File: config.mk
export PLATFORM = sky130hd
export DESIGN_NAME = rcss_selector
export DESIGN_NICKNAME = d
export VERILOG_FILES = /design/src/pkg/rcss_pkg.sv /design/src/hdl/rcss_selector.sv /design/src/hdl/rcss_term_in.sv /design/src/hdl/rcss_three_wire.sv
export SDC_FILE = /design/constraint.sdc
export NUM_CORES = 1
export LEC_CHECK = 0
export BUFFER_PORTS_ARGS = -buffer_cell sky130_fd_sc_hd__buf_2
export CORE_MARGIN = 2
export CORE_UTILIZATION = 60
export CTS_BUF_LIST = sky130_fd_sc_hd__clkbuf_8
export DETAILED_ROUTE_END_ITERATION = 8
export MAX_ROUTING_LAYER = met4
export PLACE_DENSITY_LB_ADDON = 0.15
export SYNTH_ARGS = -nofsm -noshare
export SYNTH_HDL_FRONTEND = slang
export SYNTH_SLANG_ARGS = --single-unit
export TNS_END_PERCENT = 1
File: constraint.sdc
create_clock -name clock_in -period 2.8 [get_ports clock_in]
set_clock_uncertainty 0.15 [all_clocks]
set_input_delay 0.28 -clock clock_in [delete_from_list [all_inputs] [get_ports clock_in]]
set_output_delay 0.28 -clock clock_in [all_outputs]
set_load 0.02 [all_outputs]
File: src/pkg/rcss_pkg.sv
// constants and types for the run command source selector
package rcss_pkg;
    localparam int RCSS_TERMS = 7;
    localparam logic [7:0] RCSS_SRC_TERMINAL = 8'h01;
    localparam logic [7:0] RCSS_SRC_KEYPAD = 8'h02;
    localparam logic [7:0] RCSS_SRC_SERIAL = 8'h03;
    localparam logic [7:0] RCSS_SRC_OPTION = 8'h04;
    localparam logic [7:0] RCSS_SRC_RESET = 8'h02;
    localparam logic [7:0] RCSS_DIR_FWD = 8'h00;
    localparam logic [7:0] RCSS_DIR_REV = 8'h01;
    localparam logic [7:0] RCSS_FN_FWD = 8'h00;
    localparam logic [7:0] RCSS_FN_REV = 8'h01;
    localparam logic [7:0] RCSS_FN_START3 = 8'h14;
    localparam logic [7:0] RCSS_FN_STOP3 = 8'h15;
    localparam logic [7:0] RCSS_FN_DIR3 = 8'h16;
    localparam logic [7:0] RCSS_FN_FORCE_KEY = 8'h1f;
    localparam logic [7:0] RCSS_FN_FORCE_TERM = 8'h33;
    localparam logic [7:0] RCSS_FN_KEY_AVAIL = 8'h3b;
    localparam logic [7:0] RCSS_FN_NONE = 8'hff;
    localparam logic [7:0] RCSS_POL_NO = 8'h00;
    localparam logic [7:0] RCSS_POL_NC = 8'h01;
    localparam logic [7:0] RCSS_FN_RST_T1 = 8'h00;
    localparam logic [7:0] RCSS_FN_RST_T2 = 8'h01;
    localparam logic [7:0] RCSS_FN_RST_OTHER = 8'hff;
    typedef enum logic [2:0] {
        RCSS_SEL_KEYPAD,
        RCSS_SEL_TERMINAL,
        RCSS_SEL_SERIAL,
        RCSS_SEL_OPTION,
        RCSS_SEL_NONE
    } rcss_sel_type;
endpackage : rcss_pkg

File: src/hdl/rcss_selector.sv
// run command source selector and run/direction decoder
`timescale 1ns/100ps
// Overview of operation
// - source 02 runs on keypad run/stop keys
// - keypad direction 00 forward, 01 reverse
// - output function 59 flags keypad run available
// - drive needs run plus valid frequency
// - source 01 takes terminal forward/reverse inputs
// - function 00 forward, 01 reverse input
// - forward/reverse both or neither means stop
// - reset maps terminal 1 forward, 2 reverse
// - polarity 00 normally open, 01 closed
// - three-wire starts on start edge with stop
// - three-wire stops when stop input drops
// - stop terminal always read normally closed
// - stop function assigned overrides forward/reverse inputs
// - code 21 stop, 22 direction input
// - source 03 takes serial link commands only
// - program variables accepted in terminal mode
// - two selector copies, chosen by motor select
// - source 04 takes option board commands
// - force inputs override selector to keypad/terminal
// - force keypad wins over force terminal
module rcss_selector
    import rcss_pkg::*;
(
    input wire logic clock_in,
    input wire logic srst_in,
    input wire logic ce_in,
    input wire logic [7:0] run_source_select_in,
    input wire logic [7:0] run_source_select_2nd_in,
    input wire logic second_motor_in,
    input wire logic [7:0] keypad_run_direction_in,
    input wire logic keypad_run_key_in,
    input wire logic keypad_stop_key_in,
    input wire logic [6:0] terminal_raw_in,
    input wire logic cfg_write_in,
    input wire logic [2:0] cfg_terminal_in,
    input wire logic [7:0] cfg_function_in,
    input wire logic [7:0] cfg_polarity_in,
    input wire logic prog_forward_in,
    input wire logic prog_reverse_in,
    input wire logic prog_start_in,
    input wire logic prog_stop_in,
    input wire logic prog_direction_in,
    input wire logic serial_run_in,
    input wire logic serial_reverse_in,
    input wire logic option_run_in,
    input wire logic option_reverse_in,
    input wire logic freq_valid_in,
    input wire logic [7:0] output_terminal_function_a_in,
    input wire logic [7:0] output_terminal_function_b_in,
    input wire logic [7:0] output_terminal_function_relay_in,
    output logic run_command_out,
    output logic reverse_out,
    output logic drive_enable_out,
    output logic [2:0] output_terminal_out,
    output logic [2:0] active_source_out
);
    logic [7:0] func_r [RCSS_TERMS];
    logic [7:0] pol_r [RCSS_TERMS];
    logic [6:0] term_act;
    logic [7:0] term_fn [RCSS_TERMS];
    logic fwd_in, rev_in, start3, stop3, dir3, stop3_assigned, force_key, force_term;
    logic [7:0] sel_value;
    rcss_sel_type sel;
    logic key_run_r, key_rev_r, three_run, key_avail;
    logic run_nxt, rev_nxt;

    // terminal configuration table
    always_ff @(posedge clock_in) begin
        if (srst_in) begin
            for (int i = 0; i < RCSS_TERMS; i++) begin
                func_r[i] <= RCSS_FN_RST_OTHER;
                pol_r[i] <= RCSS_POL_NO;
            end
            func_r[0] <= RCSS_FN_RST_T1;
            func_r[1] <= RCSS_FN_RST_T2;
        end else if (ce_in && cfg_write_in && (int'(cfg_terminal_in) < RCSS_TERMS)) begin
            func_r[cfg_terminal_in] <= cfg_function_in;
            pol_r[cfg_terminal_in] <= cfg_polarity_in;
        end
    end

    genvar g;
    generate
        for (g = 0; g < RCSS_TERMS; g++) begin : gen_term
            rcss_term_in u_term (
                .clock_in(clock_in),
                .srst_in(srst_in),
                .ce_in(ce_in),
                .raw_in(terminal_raw_in[g]),
                .function_in(func_r[g]),
                .polarity_in(pol_r[g]),
                .active_out(term_act[g]),
                .function_out(term_fn[g])
            );
        end
    endgenerate

    // gather terminal functions; program variables other than stop are ored in below, program stop is inverted and anded
    always_comb begin
        fwd_in = 1'b0;
        rev_in = 1'b0;
        start3 = 1'b0;
        stop3 = 1'b1;
        dir3 = 1'b0;
        stop3_assigned = 1'b0;
        force_key = 1'b0;
        force_term = 1'b0;
        for (int i = 0; i < RCSS_TERMS; i++) begin
            if (term_fn[i] == RCSS_FN_FWD) begin
                fwd_in = fwd_in | term_act[i];
            end else if (term_fn[i] == RCSS_FN_REV) begin
                rev_in = rev_in | term_act[i];
            end else if (term_fn[i] == RCSS_FN_START3) begin
                start3 = start3 | term_act[i];
            end else if (term_fn[i] == RCSS_FN_STOP3) begin
                stop3_assigned = 1'b1;
                stop3 = stop3 & term_act[i];
            end else if (term_fn[i] == RCSS_FN_DIR3) begin
                dir3 = dir3 | term_act[i];
            end else if (term_fn[i] == RCSS_FN_FORCE_KEY) begin
                force_key = force_key | term_act[i];
            end else if (term_fn[i] == RCSS_FN_FORCE_TERM) begin
                force_term = force_term | term_act[i];
            end
        end
        if (!stop3_assigned) begin
            stop3 = 1'b0;
        end
    end

    // selector copy per motor set, then force overrides
    always_comb begin
        sel_value = second_motor_in ? run_source_select_2nd_in : run_source_select_in;
        if (force_key) begin
            sel = RCSS_SEL_KEYPAD;
        end else if (force_term) begin
            sel = RCSS_SEL_TERMINAL;
        end else if (sel_value == RCSS_SRC_KEYPAD) begin
            sel = RCSS_SEL_KEYPAD;
        end else if (sel_value == RCSS_SRC_TERMINAL) begin
            sel = RCSS_SEL_TERMINAL;
        end else if (sel_value == RCSS_SRC_SERIAL) begin
            sel = RCSS_SEL_SERIAL;
        end else if (sel_value == RCSS_SRC_OPTION) begin
            sel = RCSS_SEL_OPTION;
        end else begin
            sel = RCSS_SEL_NONE;
        end
    end

    // keypad run latch; stop key wins over a run key in the same cycle
    always_ff @(posedge clock_in) begin
        if (srst_in) begin
            key_run_r <= 1'b0;
            key_rev_r <= 1'b0;
        end else if (ce_in) begin
            if (sel != RCSS_SEL_KEYPAD || keypad_stop_key_in) begin
                key_run_r <= 1'b0;
            end else if (keypad_run_key_in) begin
                key_run_r <= 1'b1;
                key_rev_r <= (keypad_run_direction_in == RCSS_DIR_REV);
            end
        end
    end

    // program stop variable is active high: 1 stops the run, like a closed stop contact
    rcss_three_wire u_three (
        .clock_in(clock_in),
        .srst_in(srst_in),
        .ce_in(ce_in),
        .enable_in(sel == RCSS_SEL_TERMINAL && stop3_assigned),
        .start_in(start3 | prog_start_in),
        .stop_active_in(stop3 & ~prog_stop_in),
        .run_out(three_run)
    );

    always_comb begin
        run_nxt = 1'b0;
        rev_nxt = 1'b0;
        case (sel)
            RCSS_SEL_KEYPAD: begin
                run_nxt = key_run_r;
                rev_nxt = key_rev_r;
            end
            RCSS_SEL_TERMINAL: begin
                if (stop3_assigned) begin
                    run_nxt = three_run;
                    rev_nxt = dir3 | prog_direction_in;
                end else begin
                    run_nxt = (fwd_in | prog_forward_in) ^ (rev_in | prog_reverse_in);
                    rev_nxt = rev_in | prog_reverse_in;
                end
            end
            RCSS_SEL_SERIAL: begin
                run_nxt = serial_run_in;
                rev_nxt = serial_reverse_in;
            end
            RCSS_SEL_OPTION: begin
                run_nxt = option_run_in;
                rev_nxt = option_reverse_in;
            end
            default: begin
                run_nxt = 1'b0;
                rev_nxt = 1'b0;
            end
        endcase
    end

    // keypad run is available when keypad owns the source, no run is active and the stop key is released
    assign key_avail = (sel == RCSS_SEL_KEYPAD) && !key_run_r && !keypad_stop_key_in;

    always_ff @(posedge clock_in) begin
        if (srst_in) begin
            run_command_out <= 1'b0;
            reverse_out <= 1'b0;
            drive_enable_out <= 1'b0;
        end else if (ce_in) begin
            run_command_out <= run_nxt;
            reverse_out <= run_nxt & rev_nxt;
            drive_enable_out <= run_nxt & freq_valid_in;
        end
    end

    // output terminals carrying the keypad-run-available function
    always_ff @(posedge clock_in) begin
        if (srst_in) begin
            output_terminal_out <= 3'h0;
        end else if (ce_in) begin
            output_terminal_out[0] <= (output_terminal_function_a_in == RCSS_FN_KEY_AVAIL) & key_avail;
            output_terminal_out[1] <= (output_terminal_function_b_in == RCSS_FN_KEY_AVAIL) & key_avail;
            output_terminal_out[2] <= (output_terminal_function_relay_in == RCSS_FN_KEY_AVAIL) & key_avail;
        end
    end

    // source indicator; reset shows no source until the selector is decoded
    always_ff @(posedge clock_in) begin
        if (srst_in) begin
            active_source_out <= 3'(RCSS_SEL_NONE);
        end else if (ce_in) begin
            active_source_out <= 3'(sel);
        end
    end

    a_drive_needs_freq: assert property (@(posedge clock_in) disable iff (srst_in)
        drive_enable_out |-> run_command_out && $past(freq_valid_in))
        else $error("drive enabled without frequency");
    a_key_stop: assert property (@(posedge clock_in) disable iff (srst_in)
        ce_in && keypad_stop_key_in |=> !key_run_r)
        else $error("keypad stop ignored");
    a_key_dir: assert property (@(posedge clock_in) disable iff (srst_in)
        ce_in && sel == RCSS_SEL_KEYPAD && !keypad_stop_key_in && keypad_run_key_in
        |=> key_run_r && key_rev_r == ($past(keypad_run_direction_in) == RCSS_DIR_REV))
        else $error("keypad direction wrong");
    a_fwdrev_both: assert property (@(posedge clock_in) disable iff (srst_in)
        ce_in && sel == RCSS_SEL_TERMINAL && !stop3_assigned && fwd_in && rev_in
        && !prog_forward_in && !prog_reverse_in |=> !run_command_out)
        else $error("both directions did not stop");
    a_force_prio: assert property (@(posedge clock_in) disable iff (srst_in)
        ce_in && force_key |=> active_source_out == 3'(RCSS_SEL_KEYPAD))
        else $error("force keypad lost priority");
    a_serial_only: assert property (@(posedge clock_in) disable iff (srst_in)
        ce_in && sel == RCSS_SEL_SERIAL |=> run_command_out == $past(serial_run_in))
        else $error("serial run not followed");
    a_stop3_overrides: assert property (@(posedge clock_in) disable iff (srst_in)
        ce_in && sel == RCSS_SEL_TERMINAL && stop3_assigned |=> run_command_out == $past(three_run))
        else $error("three-wire did not override");
    a_avail_out: assert property (@(posedge clock_in) disable iff (srst_in)
        ce_in && output_terminal_function_a_in == RCSS_FN_KEY_AVAIL |=> output_terminal_out[0] == $past(key_avail))
        else $error("keypad available output wrong");
    a_avail_b: assert property (@(posedge clock_in) disable iff (srst_in)
        ce_in && output_terminal_function_b_in == RCSS_FN_KEY_AVAIL |=> output_terminal_out[1] == $past(key_avail))
        else $error("keypad available output b wrong");
    a_avail_relay: assert property (@(posedge clock_in) disable iff (srst_in)
        ce_in && output_terminal_function_relay_in == RCSS_FN_KEY_AVAIL
        |=> output_terminal_out[2] == $past(key_avail))
        else $error("keypad available relay wrong");
    a_key_sel: assert property (@(posedge clock_in) disable iff (srst_in)
        ce_in && sel != RCSS_SEL_KEYPAD |=> !key_run_r)
        else $error("keypad run kept without keypad source");
    a_drive_follow: assert property (@(posedge clock_in) disable iff (srst_in)
        ce_in && run_nxt && freq_valid_in |=> drive_enable_out)
        else $error("drive not enabled with run and frequency");

    // forward/reverse decode, and three-wire direction
    a_fwd_only: assert property (@(posedge clock_in) disable iff (srst_in)
        ce_in && sel == RCSS_SEL_TERMINAL && !stop3_assigned && fwd_in && !rev_in && !prog_reverse_in
        |=> run_command_out && !reverse_out)
        else $error("forward only did not run forward");
    a_rev_only: assert property (@(posedge clock_in) disable iff (srst_in)
        ce_in && sel == RCSS_SEL_TERMINAL && !stop3_assigned && rev_in && !fwd_in && !prog_forward_in
        |=> run_command_out && reverse_out)
        else $error("reverse only did not run reverse");
    a_neither_stop: assert property (@(posedge clock_in) disable iff (srst_in)
        ce_in && sel == RCSS_SEL_TERMINAL && !stop3_assigned && !fwd_in && !rev_in
        && !prog_forward_in && !prog_reverse_in |=> !run_command_out)
        else $error("no direction did not stop");
    a_prog_fwd: assert property (@(posedge clock_in) disable iff (srst_in)
        ce_in && sel == RCSS_SEL_TERMINAL && !stop3_assigned && prog_forward_in && !rev_in
        && !prog_reverse_in |=> run_command_out && !reverse_out)
        else $error("program forward not accepted");
    a_three_dir: assert property (@(posedge clock_in) disable iff (srst_in)
        ce_in && sel == RCSS_SEL_TERMINAL && stop3_assigned
        |=> reverse_out == $past(three_run & (dir3 | prog_direction_in)))
        else $error("three-wire direction wrong");

    // source choice, motor copies and overrides
    a_term_src: assert property (@(posedge clock_in) disable iff (srst_in)
        ce_in && !force_key && !force_term && sel_value == RCSS_SRC_TERMINAL
        |=> active_source_out == 3'(RCSS_SEL_TERMINAL))
        else $error("terminal source not taken");
    a_force_term: assert property (@(posedge clock_in) disable iff (srst_in)
        ce_in && !force_key && force_term |=> active_source_out == 3'(RCSS_SEL_TERMINAL))
        else $error("force terminal ignored");
    a_motor_copy: assert property (@(posedge clock_in) disable iff (srst_in)
        ce_in && !force_key && !force_term && second_motor_in && run_source_select_2nd_in == RCSS_SRC_KEYPAD
        |=> active_source_out == 3'(RCSS_SEL_KEYPAD))
        else $error("second selector copy ignored");
    a_option_src: assert property (@(posedge clock_in) disable iff (srst_in)
        ce_in && sel == RCSS_SEL_OPTION |=> run_command_out == $past(option_run_in))
        else $error("option run not followed");
    a_serial_dir: assert property (@(posedge clock_in) disable iff (srst_in)
        ce_in && sel == RCSS_SEL_SERIAL |=> reverse_out == $past(serial_run_in & serial_reverse_in))
        else $error("serial direction not followed");
    a_unknown_src: assert property (@(posedge clock_in) disable iff (srst_in)
        ce_in && sel == RCSS_SEL_NONE
        |=> !run_command_out && active_source_out == 3'(RCSS_SEL_NONE))
        else $error("unknown source gave a run");

    // reset map and clock enable freeze
    a_reset_map: assert property (@(posedge clock_in)
        $past(srst_in) && !srst_in |-> func_r[0] == RCSS_FN_RST_T1 && func_r[1] == RCSS_FN_RST_T2)
        else $error("reset terminal map wrong");
    a_ce_freeze: assert property (@(posedge clock_in) disable iff (srst_in)
        !ce_in |=> $stable(run_command_out) && $stable(reverse_out) && $stable(drive_enable_out)
        && $stable(output_terminal_out) && $stable(active_source_out))
        else $error("outputs moved with clock enable low");

    c_key_run: cover property (@(posedge clock_in) key_run_r && drive_enable_out);
    c_term_rev: cover property (@(posedge clock_in) sel == RCSS_SEL_TERMINAL && run_command_out && reverse_out);
    c_three_run: cover property (@(posedge clock_in) three_run);
    c_force: cover property (@(posedge clock_in) force_key && force_term);
    c_avail: cover property (@(posedge clock_in) output_terminal_out != 3'h0);
endmodule : rcss_selector

File: src/hdl/rcss_term_in.sv
// one input terminal: polarity correction and function match
`timescale 1ns/100ps
module rcss_term_in
    import rcss_pkg::*;
(
    input wire logic clock_in,
    input wire logic srst_in,
    input wire logic ce_in,
    input wire logic raw_in,
    input wire logic [7:0] function_in,
    input wire logic [7:0] polarity_in,
    output logic active_out,
    output logic [7:0] function_out
);
    logic active_nxt;

    always_comb begin
        // stop input is always read as normally closed
        if (function_in == RCSS_FN_STOP3) begin
            active_nxt = ~raw_in;
        end else if (polarity_in == RCSS_POL_NC) begin
            active_nxt = ~raw_in;
        end else begin
            active_nxt = raw_in;
        end
    end

    always_ff @(posedge clock_in) begin
        if (srst_in) begin
            active_out <= 1'b0;
            function_out <= RCSS_FN_NONE;
        end else if (ce_in) begin
            active_out <= active_nxt;
            function_out <= function_in;
        end
    end
endmodule : rcss_term_in

File: src/hdl/rcss_three_wire.sv
// three-wire start/stop latch with rising start edge detect
`timescale 1ns/100ps
module rcss_three_wire
    import rcss_pkg::*;
(
    input wire logic clock_in,
    input wire logic srst_in,
    input wire logic ce_in,
    input wire logic enable_in,
    input wire logic start_in,
    input wire logic stop_active_in,
    output logic run_out
);
    logic start_prev_r;

    always_ff @(posedge clock_in) begin
        if (srst_in) begin
            start_prev_r <= 1'b0;
        end else if (ce_in) begin
            start_prev_r <= start_in;
        end
    end

    always_ff @(posedge clock_in) begin
        if (srst_in) begin
            run_out <= 1'b0;
        end else if (ce_in) begin
            if (!enable_in || !stop_active_in) begin
                run_out <= 1'b0;
            end else if (start_in && !start_prev_r) begin
                run_out <= 1'b1;
            end
        end
    end

    a_start_edge: assert property (@(posedge clock_in) disable iff (srst_in)
        ce_in && enable_in && stop_active_in && start_in && !start_prev_r |=> run_out)
        else $error("three-wire start edge missed");
    a_stop_drop: assert property (@(posedge clock_in) disable iff (srst_in)
        ce_in && !stop_active_in |=> !run_out)
        else $error("three-wire stop did not clear run");
endmodule : rcss_three_wire

==> results of run 1 <==
-- power by group through the flow --
stage          Sequential, mW  Combinational (mW)  Clock, mW
2_1_floorplan            3.10               0.246          0
3_3_place_gp             3.12               0.370          0
3_5_place_dp             3.13               0.385          0
4_1_cts                  3.07               0.410       1.59
5_1_grt                  3.09               0.451       1.71
6_report                 3.07               0.414       1.58
-- path summary, 6_finish.rpt --
| path | end | slack [ps] | depth (start not counted) |
|---|---|---|---|
| max | key_run_r | 100 | 9 |
| min reg2reg | run_command_out | 330 | 2 |
| max reg2reg | key_run_r | 100 | 9 |
| min | output_terminal_out[0] | 20 | 4 |
-- flip-flops by register name, summed over array words and instances (netlist names), 3 cells and up --
| register | cells |
|---|---|
| gen_term.u_term.function_out | 56 |
| pol_r | 56 |
| func_r | 56 |
| gen_term.u_term.active_out | 7 |
| output_terminal_out | 3 |
| active_source_out | 3 |
-- cells by family after synthesis --
| logic type | synth area share [%] |
|---|---|
| AOI/OAI and AO/OA | 7.78 |
| xor gates and xnor gates | 0.952 |
| buffers and inverters | 2.86 |
| DFF | 55.1 |
| muxes | 8.01 |
| and+or+nand+nor | 25.3 |
-- cells in the final DEF, fill, tap and decap left out, types with 8 or more instances in the layout --
cell	n
nand2b_1	14
nand2_1	141
mux2i_1	64
nor2_1	95
nor2b_1	9
dlygate4sd3_1	31
clkinv_1	8
xnor2_1	9
a211oi_1	19
nand3_1	27
and2_1	8
buf_2	98
and4b_1	8
a21oi_1	25
nor4b_1	14
nor4_1	20
nor3_1	12
clkbuf_8	17
edfxtp_1	80
buf_4	17
inv_1	26
dfxtp_1	108
-- routing by layer --
layer	share of wire (%)	global-route usage (%)	vias up
met4	3.0	11.1	0
met1	40	34.5	3167
met2	49	49.4	277
met5	0	-	-
li1	-	-	3196
met3	8.1	4.84	49
-- critical path: stages (launching register included) --
cell           delay, ps
dfxtp_1              360
or3b_1               400
nor3_1               290
a311o_1              250
nor3_4                90
a41oi_4              240
nor2_1                70
nor2_1               100
nor3_1                70
dlygate4sd3_1        570
-- cell type report --
| class | count | area (µm²) |
|---|---|---|
| Multi-Input combinational cell | 566 | 3500 |
| Fill cell | 991 | 3690 |
| Timing Repair Buffer | 146 | 928 |
| Tap cell | 176 | 220 |
| Clock inverter | 15 | 105 |
| Sequential cell | 188 | 4560 |
| Clock buffer | 17 | 234 |
| Inverter | 28 | 105 |
-- stage by stage --
step           setup WS, ps  setup TNS [ps]
6_report                103               0
5_1_grt               -6.00           -6.00
4_1_cts                62.9               0
3_5_place_dp            356               0
3_3_place_gp            392               0
2_1_floorplan           328               0
-- repair_timing --
action / 4_1_cts / 5_1_grt
setup endpoints to repair: 0 / 1
hold endpoints to repair: 34 / 0
hold buffers: 31 / 0
gates resized for setup: 0 / 2
buffers inserted: 0 / 1
==> results.sh, run 1 <==
export IMPL_status="finished clean"
export IMPL_design_core_area_um2=13300
export IMPL_synthArstFlopShare_pct=0
export IMPL_clk_pin_slew_worst_paths_ps=90
export IMPL_antenna_found_initial=0
export IMPL_wl_mm=20.3
export IMPL_grt_usage_pct=29.0
export IMPL_io_buffer_count=99
export IMPL_critPathArrivalTime_ps=2890
export IMPL_cts_root_buf="clkbuf_8"
export IMPL_syn_num_nets=906
export IMPL_reg2reg_from="gen_term[4].u_term.function_out[4]"
export IMPL_crit_type="reg -> reg"
export IMPL_synth_flop_cell="dfxtp_1"
export IMPL_grt_max_degree=67
export IMPL_yosysTopAreaCell="edfxtp_1"
export IMPL_clock_sinks=188
export IMPL_globalRoute_totalOverflow=0
export IMPL_die_h_um=121
export IMPL_synth_warnings=0
export IMPL_grt_first_pass_wirelength_mm=31.4
export IMPL_grt_pass1_vias=6374
export IMPL_fin_util_pct=72.4
export IMPL_seq_power_share_pct=60.7
export IMPL_final_cells=1136
export IMPL_yosys_top_cells_count="nand2_1 (141), dfxtp_1 (108), nor2_1 (95)"
export IMPL_start_util_pct=62.0
export IMPL_slew_violations=0
export IMPL_antenna_cells=0
export IMPL_setup_viol=0
export IMPL_synth_area_leaders="edfxtp_1 (29%), dfxtp_1 (26%), mux2i_1 (7.7%)"
export IMPL_p_total_mw=5.06
export IMPL_layout_nets=1038
export IMPL_finalCriticalPeriod_ps=2700
export IMPL_cts_buffers=17
export IMPL_clk_path_buf_depth=2
export IMPL_gp_congestion=0.914
export IMPL_min_from="output_terminal_function_a_in[6]"
export IMPL_die_x_um=121
export IMPL_avgSynthCellArea_um2=10.2
export IMPL_crit_path_start_kind="flip-flop"
export IMPL_dpl_hpwl_mm=14.7
export IMPL_synth_cell_type_count=69
export IMPL_ant_nets=0
export IMPL_max_vdd_ir_drop_mv=0.426
export IMPL_drc=0
export IMPL_p_switching_mw=1.22
export IMPL_p_leak_nw=3.75
export IMPL_tritoncts="yes"
export IMPL_pin_count=100
export IMPL_yosys_area_top_type_share_pct=29.0
export IMPL_synth_cell_area_um2=8280
export IMPL_hold_viol_final=0
export IMPL_power_frac_comb_pct=8.2
export IMPL_seq_area_frac_synth_pct=55.1
export IMPL_crit_start="gen_term[4].u_term.function_out[4]"
export IMPL_clkPwrFrac_pct=31.1
export IMPL_ctsHtreeMaxLevel=4
export IMPL_cp_end_kind="flip-flop"
export IMPL_final_area_um2=9660
export IMPL_wl_per_cell_um=17.9
export IMPL_whs_ps=16.8
export IMPL_synth_most_common_cell="nand2_1"
export IMPL_detail_route_vias_per_cell=5.89
export IMPL_synth_edf_count=80
export IMPL_layout_drive_gt1_share_pct=16.9
export IMPL_rows=42
export IMPL_slew_limit_headroom_pct=46.9
export IMPL_fmax_mhz=371
export IMPL_clock_latency_ps=460
export IMPL_first_iter_violations=579
export IMPL_synth_seq_cells=188
export IMPL_drv_cap=0
export IMPL_worstHoldPathType="in -> reg"
export IMPL_cellPowerDensity_nw_per_um2=524
export IMPL_crit_required_ps=3000
export IMPL_path_max_fanout=5
export IMPL_intPower_mw=3.84
export IMPL_dieArea_um2=14800
export IMPL_place_area_um2=8990
export IMPL_swShare_pct=24.1
export IMPL_dp_cells=1072
export IMPL_period_share_pct=96.3
export IMPL_syn2layout_area_growth_pct=16.6
export IMPL_worst_pin_slew_ps=785
export IMPL_vias=6689
export IMPL_syn_inst=815
export IMPL_first_pass_iters=5
No activity file was read; power rests on OpenSTA's default activity.
==> run 2, diff against run 1 <==
--- a/config.mk
+++ b/config.mk
@@ -5,7 +5,7 @@
 export SDC_FILE = /design/constraint.sdc
 export NUM_CORES = 1
 export LEC_CHECK = 0
-export BUFFER_PORTS_ARGS = -buffer_cell sky130_fd_sc_hd__buf_2
+export BUFFER_PORTS_ARGS = -buffer_cell sky130_fd_sc_hd__buf_4
 export CORE_MARGIN = 2
 export CORE_UTILIZATION = 60
 export CTS_BUF_LIST = sky130_fd_sc_hd__clkbuf_8
==> run 2 against run 1 <==
Net effect:
- wire length rose by 3.1%
- count of clock-buffer cells in the layout did not move
- sequential cell count did not move
- utilization rose by 2.0 points
- power rose by 5.1%
- final cell count fell by 0.35%
- fmax rose by 1.0%
- largest cell class unchanged
- largest power group unchanged
==> results.sh, run 2 (synthesis gave the netlist of run 1 again) <==
export IMPL_ff_latch_area_um2=4560
export IMPL_dp_slack_ps=325
export IMPL_layout_nets=1034
export IMPL_dp_cells=1071
export IMPL_drv_cap=0
export IMPL_crit_type="reg -> reg"
export IMPL_final_cells=1132
export IMPL_clk_path_buf_depth=2
export IMPL_critPathArrivalTime_ps=2880
export IMPL_max_stage_delay_ps=580
export IMPL_gp_congestion=0.957
export IMPL_slew_violations=0
export IMPL_reg2reg_from="gen_term[0].u_term.active_out"
export IMPL_crit_family="simple AND/OR/NAND/NOR gates"
export IMPL_setup_viol=0
export IMPL_drc=0
export IMPL_clk_pin_slew_worst_paths_ps=90
export IMPL_hold_viol_final=0
export IMPL_max_vdd_ir_drop_mv=0.440
export IMPL_final_common_cell="nand2_1"
export IMPL_wl_mm=20.9
export IMPL_io_buffer_count=99
export IMPL_cellPowerDensity_nw_per_um2=536
export IMPL_dpl_hpwl_mm=15.2
export IMPL_antenna_cells=0
export IMPL_reg_largest_list="func_r (56), gen_term.u_term.function_out (56), pol_r (56)"
export IMPL_tritoncts="yes"
export IMPL_wl_per_cell_um=18.5
export IMPL_period_share_pct=95.4
export IMPL_die_x_um=121
export IMPL_crit_chain="nand4bb_1 > nor4_1 > a311o_1 > nor3_4 > a41oi_4 > nor2_1 > nor2_1 > nor3_1 > dlygate4sd3_1"
export IMPL_grt_pass1_vias=6694
export IMPL_p_leak_nw=3.86
export IMPL_cts_buffers=17
export IMPL_worstHoldPathType="in -> reg"
export IMPL_layout_common_cells="nand2_1 (141), buf_4 (116), dfxtp_1 (108)"
export IMPL_slew_limit_headroom_pct=46.4
export IMPL_ant_nets=0
export IMPL_layout_drive_gt1_share_pct=17.5
export IMPL_path_common_cell="nor2_1"
export IMPL_ctsHtreeMaxLevel=4
export IMPL_status="finished clean"
export IMPL_grt_usage_pct=29.9
export IMPL_rows=42
export IMPL_crit_path_start_kind="flip-flop"
export IMPL_nFillCells=959
export IMPL_critPathSlowestCell="dlygate4sd3_1"
export IMPL_vias=6772
export IMPL_critPathBufInv=1
export IMPL_crit_required_ps=3010
export IMPL_dieArea_um2=14800
export IMPL_clock_latency_ps=470
export IMPL_syn2layout_area_growth_pct=19.8
export IMPL_first_pass_iters=7
export IMPL_fin_ws_ps=130
export IMPL_pin_count=100
export IMPL_cts_root_buf="clkbuf_8"
export IMPL_finalCriticalPeriod_ps=2670
export IMPL_fin_tns_setup_ps=0
export IMPL_die_h_um=121
export IMPL_p_total_mw=5.32
export IMPL_cp_end_kind="flip-flop"
export IMPL_multi_input_area_um2=3510
export IMPL_clock_sinks=188
export IMPL_fmax_mhz=375
export IMPL_antenna_found_initial=0
export IMPL_crit_start="gen_term[0].u_term.active_out"
export IMPL_detail_route_vias_per_cell=5.98
export IMPL_min_from="output_terminal_function_relay_in[6]"
export IMPL_worst_pin_slew_ps=798
export IMPL_path_max_fanout=5
export IMPL_grt_first_pass_wirelength_mm=32.7
export IMPL_first_iter_violations=414
export IMPL_rsz0062_at_grt="false"
export IMPL_grt_max_degree=67
export IMPL_globalRoute_totalOverflow=0
export IMPL_design_core_area_um2=13300
export IMPL_start_util_pct=62.0
[run 2: cell count changes in the layout (fill, tap and decap cells not counted), sizes merged]
cell	delta
clkinv	-3
buf	+1
clkinvlp	-6
dlygate4sd3	-5
inv	+7
bufinv	+2
[run 2: area by class of cell]
class / count / area share [%]
Clock buffer: 17 / 2.36
Clock inverter: 15 / 1.58
Sequential cell: 188 / 46.0
Timing Repair Buffer: 142 / 11.4
Inverter: 28 / 1.06
Tap cell: 176 / 2.22
Multi-Input combinational cell: 566 / 35.4
[run 2: path summary, 6_finish.rpt]
check,end,slack (ps),depth (start not counted)
max,key_run_r,130,9
min,output_terminal_out[2],20,4
max reg2reg,key_run_r,130,9
min reg2reg,pol_r[6][5],310,2
[run 2: repair_timing]
| action | CTS | global route |
|---|---|---|
| setup buffers | 0 | 3 |
| gates resized for setup | 0 | 4 |
| endpoints found under the hold margin | 37 | 0 |
| setup endpoints to repair | 0 | 1 |
| hold buffers | 26 | 0 |
[run 2: metal layers]
metal	GRT usage (%)	share of wire, %
met1	34.5	39
met2	49.9	50
met3	6.30	7.6
met4	14.5	3.8
met5	-	0
[run 2: worst reg2reg max path, stage by stage, from the launching register on]
cell	delay (ps)
dfxtp_1	420
nand4bb_1	180
nor4_1	420
a311o_1	250
nor3_4	80
a41oi_4	240
nor2_1	70
nor2_1	90
nor3_1	70
dlygate4sd3_1	580
[run 2: report_power, final]
group | switching (mW) | internal (mW)
clock network | 0.913 | 0.870
logic | 0.235 | 0.222
registers | 0.0973 | 2.98
[run 2: metrics by stage]
| stage | hold WS, ps | cell area (µm²) | util [%] |
|---|---|---|---|
| after CTS | 1.73 | 9880 | 74.0 |
| after floorplan | 254 | 8280 | - |
| after global placement | 293 | 9230 | 69.1 |
| after detailed placement | 300 | 9230 | 69.1 |
| after global routing | 25.4 | 9920 | 74.4 |
| final | 18.0 | 9920 | 74.4 |
